==> src/rtl/lcd_drv_defs.vh <==
`ifndef LCD_DRV_DEFS_VH
`define LCD_DRV_DEFS_VH

// ----------------------------------------------------------------------------
// Frame layout
// ----------------------------------------------------------------------------
`define FRAME_BITS      88
`define SEG_COUNT       80
`define ROW_COUNT       5
`define SEG_TOP         87
`define SEL_TOP         7
`define SEL_BOT         3

// ----------------------------------------------------------------------------
// Output drive levels
// ----------------------------------------------------------------------------
`define LVL_LOW         2'h0
`define LVL_MID1        2'h1
`define LVL_MID2        2'h2
`define LVL_HIGH        2'h3

// ----------------------------------------------------------------------------
// Duty phase counts
// ----------------------------------------------------------------------------
`define PHASES_3        3'h3
`define PHASES_4        3'h4
`define PHASES_5        3'h5

// ----------------------------------------------------------------------------
// Timing
// ----------------------------------------------------------------------------
`define REF_RATE_HZ     10000000
`define OSC_RATE_HZ     8000
`define OSC_DIV_CYC     (`REF_RATE_HZ / `OSC_RATE_HZ)
`define PHASE_TICKS     5'h10
`define HALF_TICKS      5'h08
`define FIFO_DEPTH      16

`endif

==> src/rtl/lcd_segment_driver.v <==
// How it works
// - Serial data is sampled on each rising shift clock edge.
// - An 88-stage shift register collects one whole frame.
// - A rising strobe edge queues segment bits, copied into selected row latches on an oscillator tick.
// - Segment bit one drives the segment on, zero drives it off.
// - Blank low forces every segment off without touching the latches.
// - Duty pins pick 1/3, 1/4 or 1/5; high upper pin means 1/5.
// - Each select bit enables one row latch, first bit for first common.
// - Several set select bits write the same segment bits to each latch.
// - Dummy bits of the frame are ignored entirely.
// - Common scanning runs from the internal divider or the external clock, not the shift clock.
// - Eighty segment outputs follow the latch of the active common phase.
`include "lcd_drv_defs.vh"

// ----------------------------------------------------------------------------
// Latch word FIFO
// ----------------------------------------------------------------------------
module lcd_word_fifo #(
    parameter WIDTH = 85,
    parameter DEPTH = 16,
    parameter AW    = 4
) (
    input  wire             ref_clk_in,
    input  wire             rst_in,
    input  wire             in_valid_in,
    output wire             in_ready_out,
    input  wire [WIDTH-1:0] in_data_in,
    output wire             out_valid_out,
    input  wire             out_ready_in,
    output wire [WIDTH-1:0] out_data_out
);
    reg [WIDTH-1:0] mem_r [0:DEPTH-1];
    reg [AW-1:0]    wr_ptr_r;
    reg [AW-1:0]    rd_ptr_r;
    reg [AW:0]      count_r;
    wire            push;
    wire            pop;

    // Full and empty come straight from the word count.
    assign in_ready_out  = (count_r != DEPTH[AW:0]);
    assign out_valid_out = (count_r != {(AW+1){1'b0}});
    assign out_data_out  = mem_r[rd_ptr_r];
    assign push = in_valid_in & in_ready_out;
    assign pop  = out_valid_out & out_ready_in;

    // Storage array has no reset.
    always @(posedge ref_clk_in) begin
        if (push) begin
            mem_r[wr_ptr_r] <= in_data_in;
        end
    end

    // Pointers wrap at the depth, which must be a power of two.
    always @(posedge ref_clk_in or posedge rst_in) begin
        if (rst_in) begin
            wr_ptr_r <= {AW{1'b0}};
            rd_ptr_r <= {AW{1'b0}};
            count_r  <= {(AW+1){1'b0}};
        end else begin
            if (push) begin
                wr_ptr_r <= wr_ptr_r + 1'b1;
            end
            if (pop) begin
                rd_ptr_r <= rd_ptr_r + 1'b1;
            end
            if (push & ~pop) begin
                count_r <= count_r + 1'b1;
            end else if (pop & ~push) begin
                count_r <= count_r - 1'b1;
            end
        end
    end
endmodule

// ----------------------------------------------------------------------------
// Segment driver top
// ----------------------------------------------------------------------------
module lcd_segment_driver #(
    parameter OSC_DIV = `OSC_DIV_CYC
) (
    input  wire         ref_clk_in,
    input  wire         rst_in,
    input  wire         ser_data_in,
    input  wire         shift_clk_in,
    input  wire         strobe_in,
    input  wire         blank_n_in,
    input  wire         duty_sel_lo_in,
    input  wire         duty_sel_hi_in,
    input  wire         ext_osc_sel_in,
    input  wire         rc_a_in,
    output reg          load_ready_out,
    output reg  [9:0]   common_out,
    output reg  [159:0] segment_out
);
    localparam WW = `SEG_COUNT + `ROW_COUNT;

    // Synchroniser chains: stage one is read only by stage two.
    reg [7:0]  sync1_r;
    reg [7:0]  sync2_r;
    reg        sclk_prev_r;
    reg        strobe_prev_r;
    reg        rca_prev_r;
    wire       data_s   = sync2_r[0];
    wire       sclk_s   = sync2_r[1];
    wire       strobe_s = sync2_r[2];
    wire       blank_n_s = sync2_r[3];
    wire       rca_s    = sync2_r[4];
    wire       ext_s    = sync2_r[5];
    wire       duty_lo_s = sync2_r[6];
    wire       duty_hi_s = sync2_r[7];

    reg [`FRAME_BITS-1:0] shift_r;
    reg [WW-1:0]          word;
    integer               i;

    wire          fifo_in_ready;
    wire          fifo_out_valid;
    wire [WW-1:0] fifo_out_data;
    wire          osc_tick;

    reg [`SEG_COUNT-1:0] row_latch [0:`ROW_COUNT-1];
    reg [11:0]  div_r;
    reg [2:0]   phase_r;
    reg [4:0]   tick_r;
    reg [2:0]   phases;
    reg [9:0]   com_nxt;
    reg [159:0] seg_nxt;
    reg         half2;
    reg         on_bit;
    integer     k;
    integer     j;

    // Pick a level by polarity half: first half, second half.
    function [1:0] lvl;
        input h2;
        input [1:0] a;
        input [1:0] b;
        begin
            lvl = h2 ? b : a;
        end
    endfunction

    // Two-flop capture of every pin from outside the clock domain.
    always @(posedge ref_clk_in or posedge rst_in) begin
        if (rst_in) begin
            sync1_r       <= 8'h00;
            sync2_r       <= 8'h00;
            sclk_prev_r   <= 1'b0;
            strobe_prev_r <= 1'b0;
            rca_prev_r    <= 1'b0;
        end else begin
            sync1_r <= {duty_sel_hi_in, duty_sel_lo_in,
                        ext_osc_sel_in, rc_a_in, blank_n_in,
                        strobe_in, shift_clk_in, ser_data_in};
            sync2_r       <= sync1_r;
            sclk_prev_r   <= sclk_s;
            strobe_prev_r <= strobe_s;
            rca_prev_r    <= rca_s;
        end
    end

    // Shift register takes one bit per rising shift clock edge.
    always @(posedge ref_clk_in or posedge rst_in) begin
        if (rst_in) begin
            shift_r <= {`FRAME_BITS{1'b0}};
        end else if (sclk_s & ~sclk_prev_r) begin
            shift_r <= {shift_r[`FRAME_BITS-2:0], data_s};
        end
    end

    // First bit shifted sits at the top; segment n is reversed to bit n.
    always @* begin
        word = {WW{1'b0}};
        for (i = 0; i < `SEG_COUNT; i = i + 1) begin
            word[i] = shift_r[`SEG_TOP - i];
        end
        for (i = 0; i < `ROW_COUNT; i = i + 1) begin
            word[`SEG_COUNT + i] = shift_r[`SEL_TOP - i];
        end
        // Bits below the select field are dummies and never read.
    end

    // A strobe rising edge queues one latch word; full drops it.
    lcd_word_fifo #(
        .WIDTH (WW),
        .DEPTH (`FIFO_DEPTH),
        .AW    (4)
    ) u_fifo (
        .ref_clk_in    (ref_clk_in),
        .rst_in        (rst_in),
        .in_valid_in   (strobe_s & ~strobe_prev_r),
        .in_ready_out  (fifo_in_ready),
        .in_data_in    (word),
        .out_valid_out (fifo_out_valid),
        .out_ready_in  (osc_tick),
        .out_data_out  (fifo_out_data)
    );

    // Latches change only on a drained word, once per oscillator tick.
    always @(posedge ref_clk_in or posedge rst_in) begin
        if (rst_in) begin
            for (j = 0; j < `ROW_COUNT; j = j + 1) begin
                row_latch[j] <= {`SEG_COUNT{1'b0}};
            end
        end else if (fifo_out_valid & osc_tick) begin
            for (j = 0; j < `ROW_COUNT; j = j + 1) begin
                if (fifo_out_data[`SEG_COUNT + j]) begin
                    row_latch[j] <= fifo_out_data[`SEG_COUNT-1:0];
                end
            end
        end
    end

    // Oscillator tick: internal divider or rising edges of the external clock.
    assign osc_tick = ext_s ? (rca_s & ~rca_prev_r)
                            : (div_r == 12'h000);

    // Divider and scan counters, free of the shift clock.
    always @(posedge ref_clk_in or posedge rst_in) begin
        if (rst_in) begin
            div_r   <= 12'h000;
            phase_r <= 3'h0;
            tick_r  <= 5'h00;
        end else begin
            if (div_r == 12'h000) begin
                div_r <= OSC_DIV[11:0] - 12'h001;
            end else begin
                div_r <= div_r - 12'h001;
            end
            if (osc_tick) begin
                if (tick_r == `PHASE_TICKS - 5'h01) begin
                    tick_r <= 5'h00;
                    if (phase_r >= phases - 3'h1) begin
                        phase_r <= 3'h0;
                    end else begin
                        phase_r <= phase_r + 3'h1;
                    end
                end else begin
                    tick_r <= tick_r + 5'h01;
                end
            end
        end
    end

    // Duty decode and output level selection.
    always @* begin
        on_bit = 1'b0;
        if (duty_hi_s) begin
            phases = `PHASES_5;
        end else if (duty_lo_s) begin
            phases = `PHASES_4;
        end else begin
            phases = `PHASES_3;
        end
        half2   = (tick_r >= `HALF_TICKS);
        com_nxt = 10'h000;
        seg_nxt = 160'h0;
        for (k = 0; k < `ROW_COUNT; k = k + 1) begin
            if (k == phase_r) begin
                com_nxt[2*k +: 2] = lvl(half2, `LVL_HIGH, `LVL_LOW);
            end else begin
                com_nxt[2*k +: 2] = lvl(half2, `LVL_MID2, `LVL_MID1);
            end
        end
        for (k = 0; k < `SEG_COUNT; k = k + 1) begin
            on_bit = row_latch[phase_r][k] & blank_n_s;
            if (on_bit) begin
                seg_nxt[2*k +: 2] = lvl(half2, `LVL_LOW, `LVL_HIGH);
            end else begin
                seg_nxt[2*k +: 2] = lvl(half2, `LVL_MID1, `LVL_MID2);
            end
        end
    end

    // Registered outputs.
    always @(posedge ref_clk_in or posedge rst_in) begin
        if (rst_in) begin
            common_out     <= 10'h000;
            segment_out    <= 160'h0;
            load_ready_out <= 1'b0;
        end else begin
            common_out     <= com_nxt;
            segment_out    <= seg_nxt;
            load_ready_out <= fifo_in_ready;
        end
    end
endmodule

==> config.mk <==
export PLATFORM = sky130hd
export DESIGN_NAME = lcd_segment_driver
export DESIGN_NICKNAME = d
export VERILOG_FILES = /design/src/rtl/lcd_segment_driver.v
export VERILOG_INCLUDE_DIRS = /design/src /design/src/rtl
export SDC_FILE = /design/constraint.sdc
export NUM_CORES = 2
export LEC_CHECK = 0
export ABC_AREA = 1
export BUFFER_PORTS_ARGS = -buffer_cell sky130_fd_sc_hd__buf_2
export CORE_ASPECT_RATIO = 1.75
export CORE_UTILIZATION = 30
export CTS_CLUSTER_DIAMETER = 200
export CTS_CLUSTER_SIZE = 28
export DETAILED_ROUTE_END_ITERATION = 8
export PLACE_DENSITY_LB_ADDON = 0.15
export SLEW_MARGIN = 10
export SYNTH_ARGS = -nofsm -noshare
export SYNTH_HDL_FRONTEND = slang
export SYNTH_SLANG_ARGS = --single-unit
export TNS_END_PERCENT = 50
==> constraint.sdc <==
create_clock -name ref_clk_in -period 42.3 [get_ports ref_clk_in]
set_input_delay 2.115 -clock ref_clk_in [delete_from_list [all_inputs] [get_ports ref_clk_in]]
set_output_delay 2.115 -clock ref_clk_in [all_outputs]
set_load 0.005 [all_outputs]
==> metrics.txt <==
# TYPE chip_impl_metric gauge
chip_impl_metric{name="maxCapViolCount",unit=""} 0
chip_impl_metric{name="cts.hold.buffers_added",unit=""} 0
chip_impl_info{name="hold_path_class",value="reg2reg"} 1
chip_impl_metric{name="finalWeightedCongestion",unit=""} 0.7389
chip_impl_metric{name="critPathMaxFanout",unit=""} 150
chip_impl_metric{name="fin_tns_setup",unit="ns"} 0
chip_impl_metric{name="final_routed_wirelength",unit="mm"} 248.2
chip_impl_metric{name="crit_path_time_final",unit="ns"} 5.220
chip_impl_metric{name="total_power",unit="mW"} 5.837
chip_impl_metric{name="maxSlewViolCount",unit=""} 0
chip_impl_metric{name="utilization_after_layout",unit=""} 0.3226
chip_impl_metric{name="ir_worst_vdd",unit="V"} 0.00005743
chip_impl_metric{name="number_of_buffers_added_on_ports",unit=""} 180
chip_impl_metric{name="filler_cell_count",unit=""} 28054
chip_impl_info{name="worstHoldEndpoint",value="sync2_r[2]"} 1
chip_impl_metric{name="placement_rows",unit=""} 256
chip_impl_metric{name="dpl-instance-area",unit="um2"} 87160
chip_impl_metric{name="detailedPlacementHpwl",unit="mm"} 121.6
chip_impl_metric{name="layout.cell_area.non_filler",unit="um2"} 89480
chip_impl_metric{name="post-route-drc-count",unit=""} 0
chip_impl_info{name="cts_tree",value="done"} 1
chip_impl_metric{name="syn-instance-count",unit=""} 7781
chip_impl_metric{name="cts.sinks",unit=""} 1988
chip_impl_metric{name="post_synth_instance_area",unit="um2"} 83600
chip_impl_metric{name="dp.cells",unit=""} 11077
chip_impl_metric{name="vias_per_cell",unit=""} 4.859
chip_impl_info{name="root_buffer",value="sky130_fd_sc_hd__clkbuf_16"} 1
chip_impl_metric{name="number_of_clock_buffers_inserted_by_tritoncts",unit=""} 80
chip_impl_metric{name="fmax",unit="MHz"} 191.6
chip_impl_metric{name="gr-total-overflow",unit=""} 0
chip_impl_metric{name="dieHeight",unit="um"} 700.3
chip_impl_metric{name="die-width",unit="um"} 401.1
chip_impl_info{name="most_area_consuming_cells_after_synthesis",value="sky130_fd_sc_hd__edfxtp_1 (49%), sky130_fd_sc_hd__dfrtp_1 (19%), sky130_fd_sc_hd__nand2_1 (9.2%)"} 1
chip_impl_metric{name="starting_density_of_the_core",unit=""} 0.3014
chip_impl_metric{name="h-tree-depth",unit=""} 3
chip_impl_metric{name="min_delay_path_depth",unit=""} 0
chip_impl_metric{name="synth.avg_cell_area",unit="um2"} 10.74
chip_impl_metric{name="leakage",unit="nW"} 33.95
chip_impl_metric{name="worst_path_largest_cell_delay",unit="ns"} 0.82
chip_impl_info{name="timing.hold.worst.start",value="sync1_r[2]"} 1
chip_impl_metric{name="dr_total_vias",unit=""} 54521
chip_impl_metric{name="post_route_cells_drive_above_1_share",unit=""} 0.05417
chip_impl_metric{name="antenna_left",unit=""} 0
chip_impl_info{name="cp_slowest_cell",value="sky130_fd_sc_hd__inv_8"} 1
chip_impl_metric{name="syn-num-nets",unit=""} 7813
chip_impl_metric{name="first_global_vias",unit=""} 53542
chip_impl_metric{name="timing.reg2reg.setup_slack",unit="ns"} 37.08
chip_impl_metric{name="insertion_delay",unit="ns"} 0.76
chip_impl_metric{name="synth_top_area_share",unit=""} 0.4885
chip_impl_metric{name="worstPathRequired",unit="ns"} 43.00
chip_impl_metric{name="instances_no_fill",unit=""} 11221
chip_impl_info{name="cp_top_family",value="buffers and inverters"} 1
chip_impl_metric{name="fp.dieArea",unit="um2"} 280900
chip_impl_metric{name="grt_use_total",unit=""} 0.1733
chip_impl_metric{name="detailedPlace.worstSlack",unit="ns"} 36.53
chip_impl_metric{name="yosys.cell_types.count",unit=""} 33
chip_impl_metric{name="ff2ff_path_depth",unit=""} 11
chip_impl_metric{name="synth.ff_latch_count",unit=""} 1988
chip_impl_metric{name="grt_first_pass_wirelength",unit="mm"} 367.0
chip_impl_metric{name="pwr_density_cell",unit="nW/um2"} 65.23
chip_impl_metric{name="cts_resized",unit=""} 0
chip_impl_metric{name="critPathBufInv",unit=""} 3
chip_impl_info{name="synth_top_cell_by_area",value="sky130_fd_sc_hd__edfxtp_1"} 1
chip_impl_metric{name="cts_max_path_buffers",unit=""} 3
chip_impl_info{name="cp-start-kind",value="flop"} 1
chip_impl_metric{name="slew_headroom",unit=""} 0.2528
chip_impl_metric{name="core_area",unit="um2"} 277400
chip_impl_info{name="run_status",value="finished, final reports clean"} 1
chip_impl_info{name="r2r_end",value="row_latch[38]"} 1
chip_impl_metric{name="seq_area_frac_synth",unit=""} 0.6765
chip_impl_info{name="crit_top_cell",value="sky130_fd_sc_hd__nand2_1"} 1
chip_impl_info{name="cell_breakdown_of_the_critical_path",value="inv_8 -> buf_4 -> nand2_1 -> nand3_1 -> nand3_1 -> nand2_1 -> nand2_4 -> nor2_4 -> buf_4 -> nand2_1 -> nand2_1"} 1
chip_impl_info{name="reg2reg_from",value="u_fifo.rd_ptr_r[0]"} 1
chip_impl_metric{name="firstDrtPassIters",unit=""} 7
chip_impl_metric{name="skew",unit="ns"} 0.04815
chip_impl_metric{name="largest_net_degree_at_the_start_of_global_routing",unit=""} 183
chip_impl_metric{name="dr.first_iter.drc_count",unit=""} 3931
chip_impl_metric{name="worst_hold_slack",unit="ns"} 0.3596
chip_impl_metric{name="arrival",unit="ns"} 5.92
chip_impl_metric{name="multi_input_area",unit="um2"} 22710
chip_impl_metric{name="final_hold_viol_count",unit=""} 0
chip_impl_metric{name="layout_nets",unit=""} 7579
chip_impl_metric{name="post-route-worst-setup-slack",unit="ns"} 37.08
chip_impl_metric{name="initial_antenna_violation_count",unit=""} 1
chip_impl_metric{name="seq_area",unit="um2"} 56580
chip_impl_metric{name="cts_setup_buffers",unit=""} 0
chip_impl_metric{name="areaGrowthSynthToFinish",unit="%"} 7.031
chip_impl_metric{name="timing.final.setup_violations",unit=""} 0
chip_impl_info{name="worst_setup_path_class",value="reg2reg"} 1
chip_impl_info{name="grt_setup_unrepaired",value="false"} 1
chip_impl_metric{name="transition_time_at_the_pin_with_the_least_slew_margin",unit="ns"} 1.121
chip_impl_metric{name="wire_per_inst",unit="um"} 22.12
chip_impl_metric{name="clkTransAtPathRegs",unit="ns"} 0.12
chip_impl_info{name="crit_path_end_kind",value="flop"} 1
chip_impl_metric{name="synth_warnings",unit=""} 0
chip_impl_metric{name="min_period_over_period",unit=""} 0.1234
chip_impl_metric{name="io_pins",unit=""} 181
==> worst max-delay path by stage <==
stage,from,to,slack [ns],cells after the start
detailed placement,rst_in,u_fifo.wr_ptr_r[1],36.53,5
floorplan,rst_in,common_out[0],22.60,1
global placement,rst_in,u_fifo.wr_ptr_r[0],36.61,5
finish,u_fifo.rd_ptr_r[0],row_latch[38],37.08,11
global route,u_fifo.rd_ptr_r[0],row_latch[34],36.71,11
CTS,u_fifo.rd_ptr_r[0],row_latch[38],37.05,11
==> power by group <==
part	switching (mW)	internal [mW]
combinational	1.63	0.571
clock	0.621	0.370
sequential	0.198	2.44
total	2.45	3.38
==> placed cells by master, fill, tap and decap left out, types with 3 or more instances in the layout <==
cell type / instances
sky130_fd_sc_hd__clkbuf_16: 81
sky130_fd_sc_hd__edfxtp_1: 1360
sky130_fd_sc_hd__inv_4: 4
sky130_fd_sc_hd__dfrtp_4: 6
sky130_fd_sc_hd__nor2_1: 588
sky130_fd_sc_hd__clkbuf_1: 54
sky130_fd_sc_hd__diode_2: 3
sky130_fd_sc_hd__nand3_1: 316
sky130_fd_sc_hd__o211ai_1: 161
sky130_fd_sc_hd__nor2_4: 23
sky130_fd_sc_hd__buf_4: 70
sky130_fd_sc_hd__clkinv_2: 3
sky130_fd_sc_hd__xnor2_1: 5
sky130_fd_sc_hd__xor2_1: 93
sky130_fd_sc_hd__nand2_4: 8
sky130_fd_sc_hd__inv_1: 397
sky130_fd_sc_hd__nor3_1: 4
sky130_fd_sc_hd__buf_2: 180
sky130_fd_sc_hd__o21bai_1: 320
sky130_fd_sc_hd__ha_1: 21
sky130_fd_sc_hd__dfrtp_1: 622
sky130_fd_sc_hd__nand2_1: 2054
sky130_fd_sc_hd__o21ai_0: 619
sky130_fd_sc_hd__clkinv_8: 4
sky130_fd_sc_hd__a21oi_1: 575
sky130_fd_sc_hd__inv_6: 3
sky130_fd_sc_hd__buf_12: 18
==> kinds of logic after synthesis <==
group	synth area share
AO/OA/AOI/OAI	0.1148
XOR/XNOR	0.01027
buffers and inverters	0.05451
flip-flops	0.6765
multiplexers	0.0002694
AND/OR/NAND/NOR	0.1404
adder cells (fa/ha/maj)	0.003382
==> synth_stat cells <==
master	n
sky130_fd_sc_hd__nand2_1	2059
sky130_fd_sc_hd__edfxtp_1	1360
sky130_fd_sc_hd__dfrtp_1	628
sky130_fd_sc_hd__o21ai_0	619
sky130_fd_sc_hd__nor2_1	605
sky130_fd_sc_hd__a21oi_1	575
sky130_fd_sc_hd__inv_1	401
sky130_fd_sc_hd__o21bai_1	320
sky130_fd_sc_hd__nand3_1	316
sky130_fd_sc_hd__clkbuf_1	251
sky130_fd_sc_hd__o211ai_1	161
sky130_fd_sc_hd__buf_2	153
sky130_fd_sc_hd__buf_4	104
sky130_fd_sc_hd__xor2_1	93
sky130_fd_sc_hd__buf_1	43
sky130_fd_sc_hd__buf_6	32
sky130_fd_sc_hd__ha_1	21
sky130_fd_sc_hd__inv_2	7
sky130_fd_sc_hd__nor2_2	7
sky130_fd_sc_hd__xnor2_1	5
sky130_fd_sc_hd__nor3_1	4
sky130_fd_sc_hd__nand2_2	3
sky130_fd_sc_hd__clkinv_1	2
sky130_fd_sc_hd__mux2_2	2
sky130_fd_sc_hd__nand4_1	2
sky130_fd_sc_hd__a21o_1	1
sky130_fd_sc_hd__clkbuf_4	1
sky130_fd_sc_hd__fa_1	1
sky130_fd_sc_hd__nand2_4	1
sky130_fd_sc_hd__nand3_2	1
sky130_fd_sc_hd__nor2_4	1
sky130_fd_sc_hd__nor2_8	1
sky130_fd_sc_hd__or2_2	1
==> cell type report <==
cell class / count / area share
clock inverters: 6 / 0.0009229
repair buffers: 268 / 0.01997
multi-input cells: 4799 / 0.2538
diodes: 3 / 0.00008390
well taps: 3612 / 0.05051
flip-flops and latches: 1988 / 0.6323
inverters: 410 / 0.01758
clock buffers: 135 / 0.02492
==> metal layers <==
layer	track usage	wire, um	vias up	share of wire
met1	0.2177	106600	27748	0.43
met2	0.3239	129900	1004	0.52
li1	-	-	25602	-
met3	0.01242	7837	167	0.032
met4	0.03395	3939	0	0.016
met5	0	0	-	0
==> registers in the layout, indices dropped and copies added (netlist names), 5 cells and up <==
register and count:
sync1_r 8, div_r 12, shift_r 88, common_out 6, u_fifo.mem_r 1360, tick_r 5, segment_out 81, row_latch 400
sync2_r 8, u_fifo.count_r 5
No activity file was read; power rests on OpenSTA's default activity.
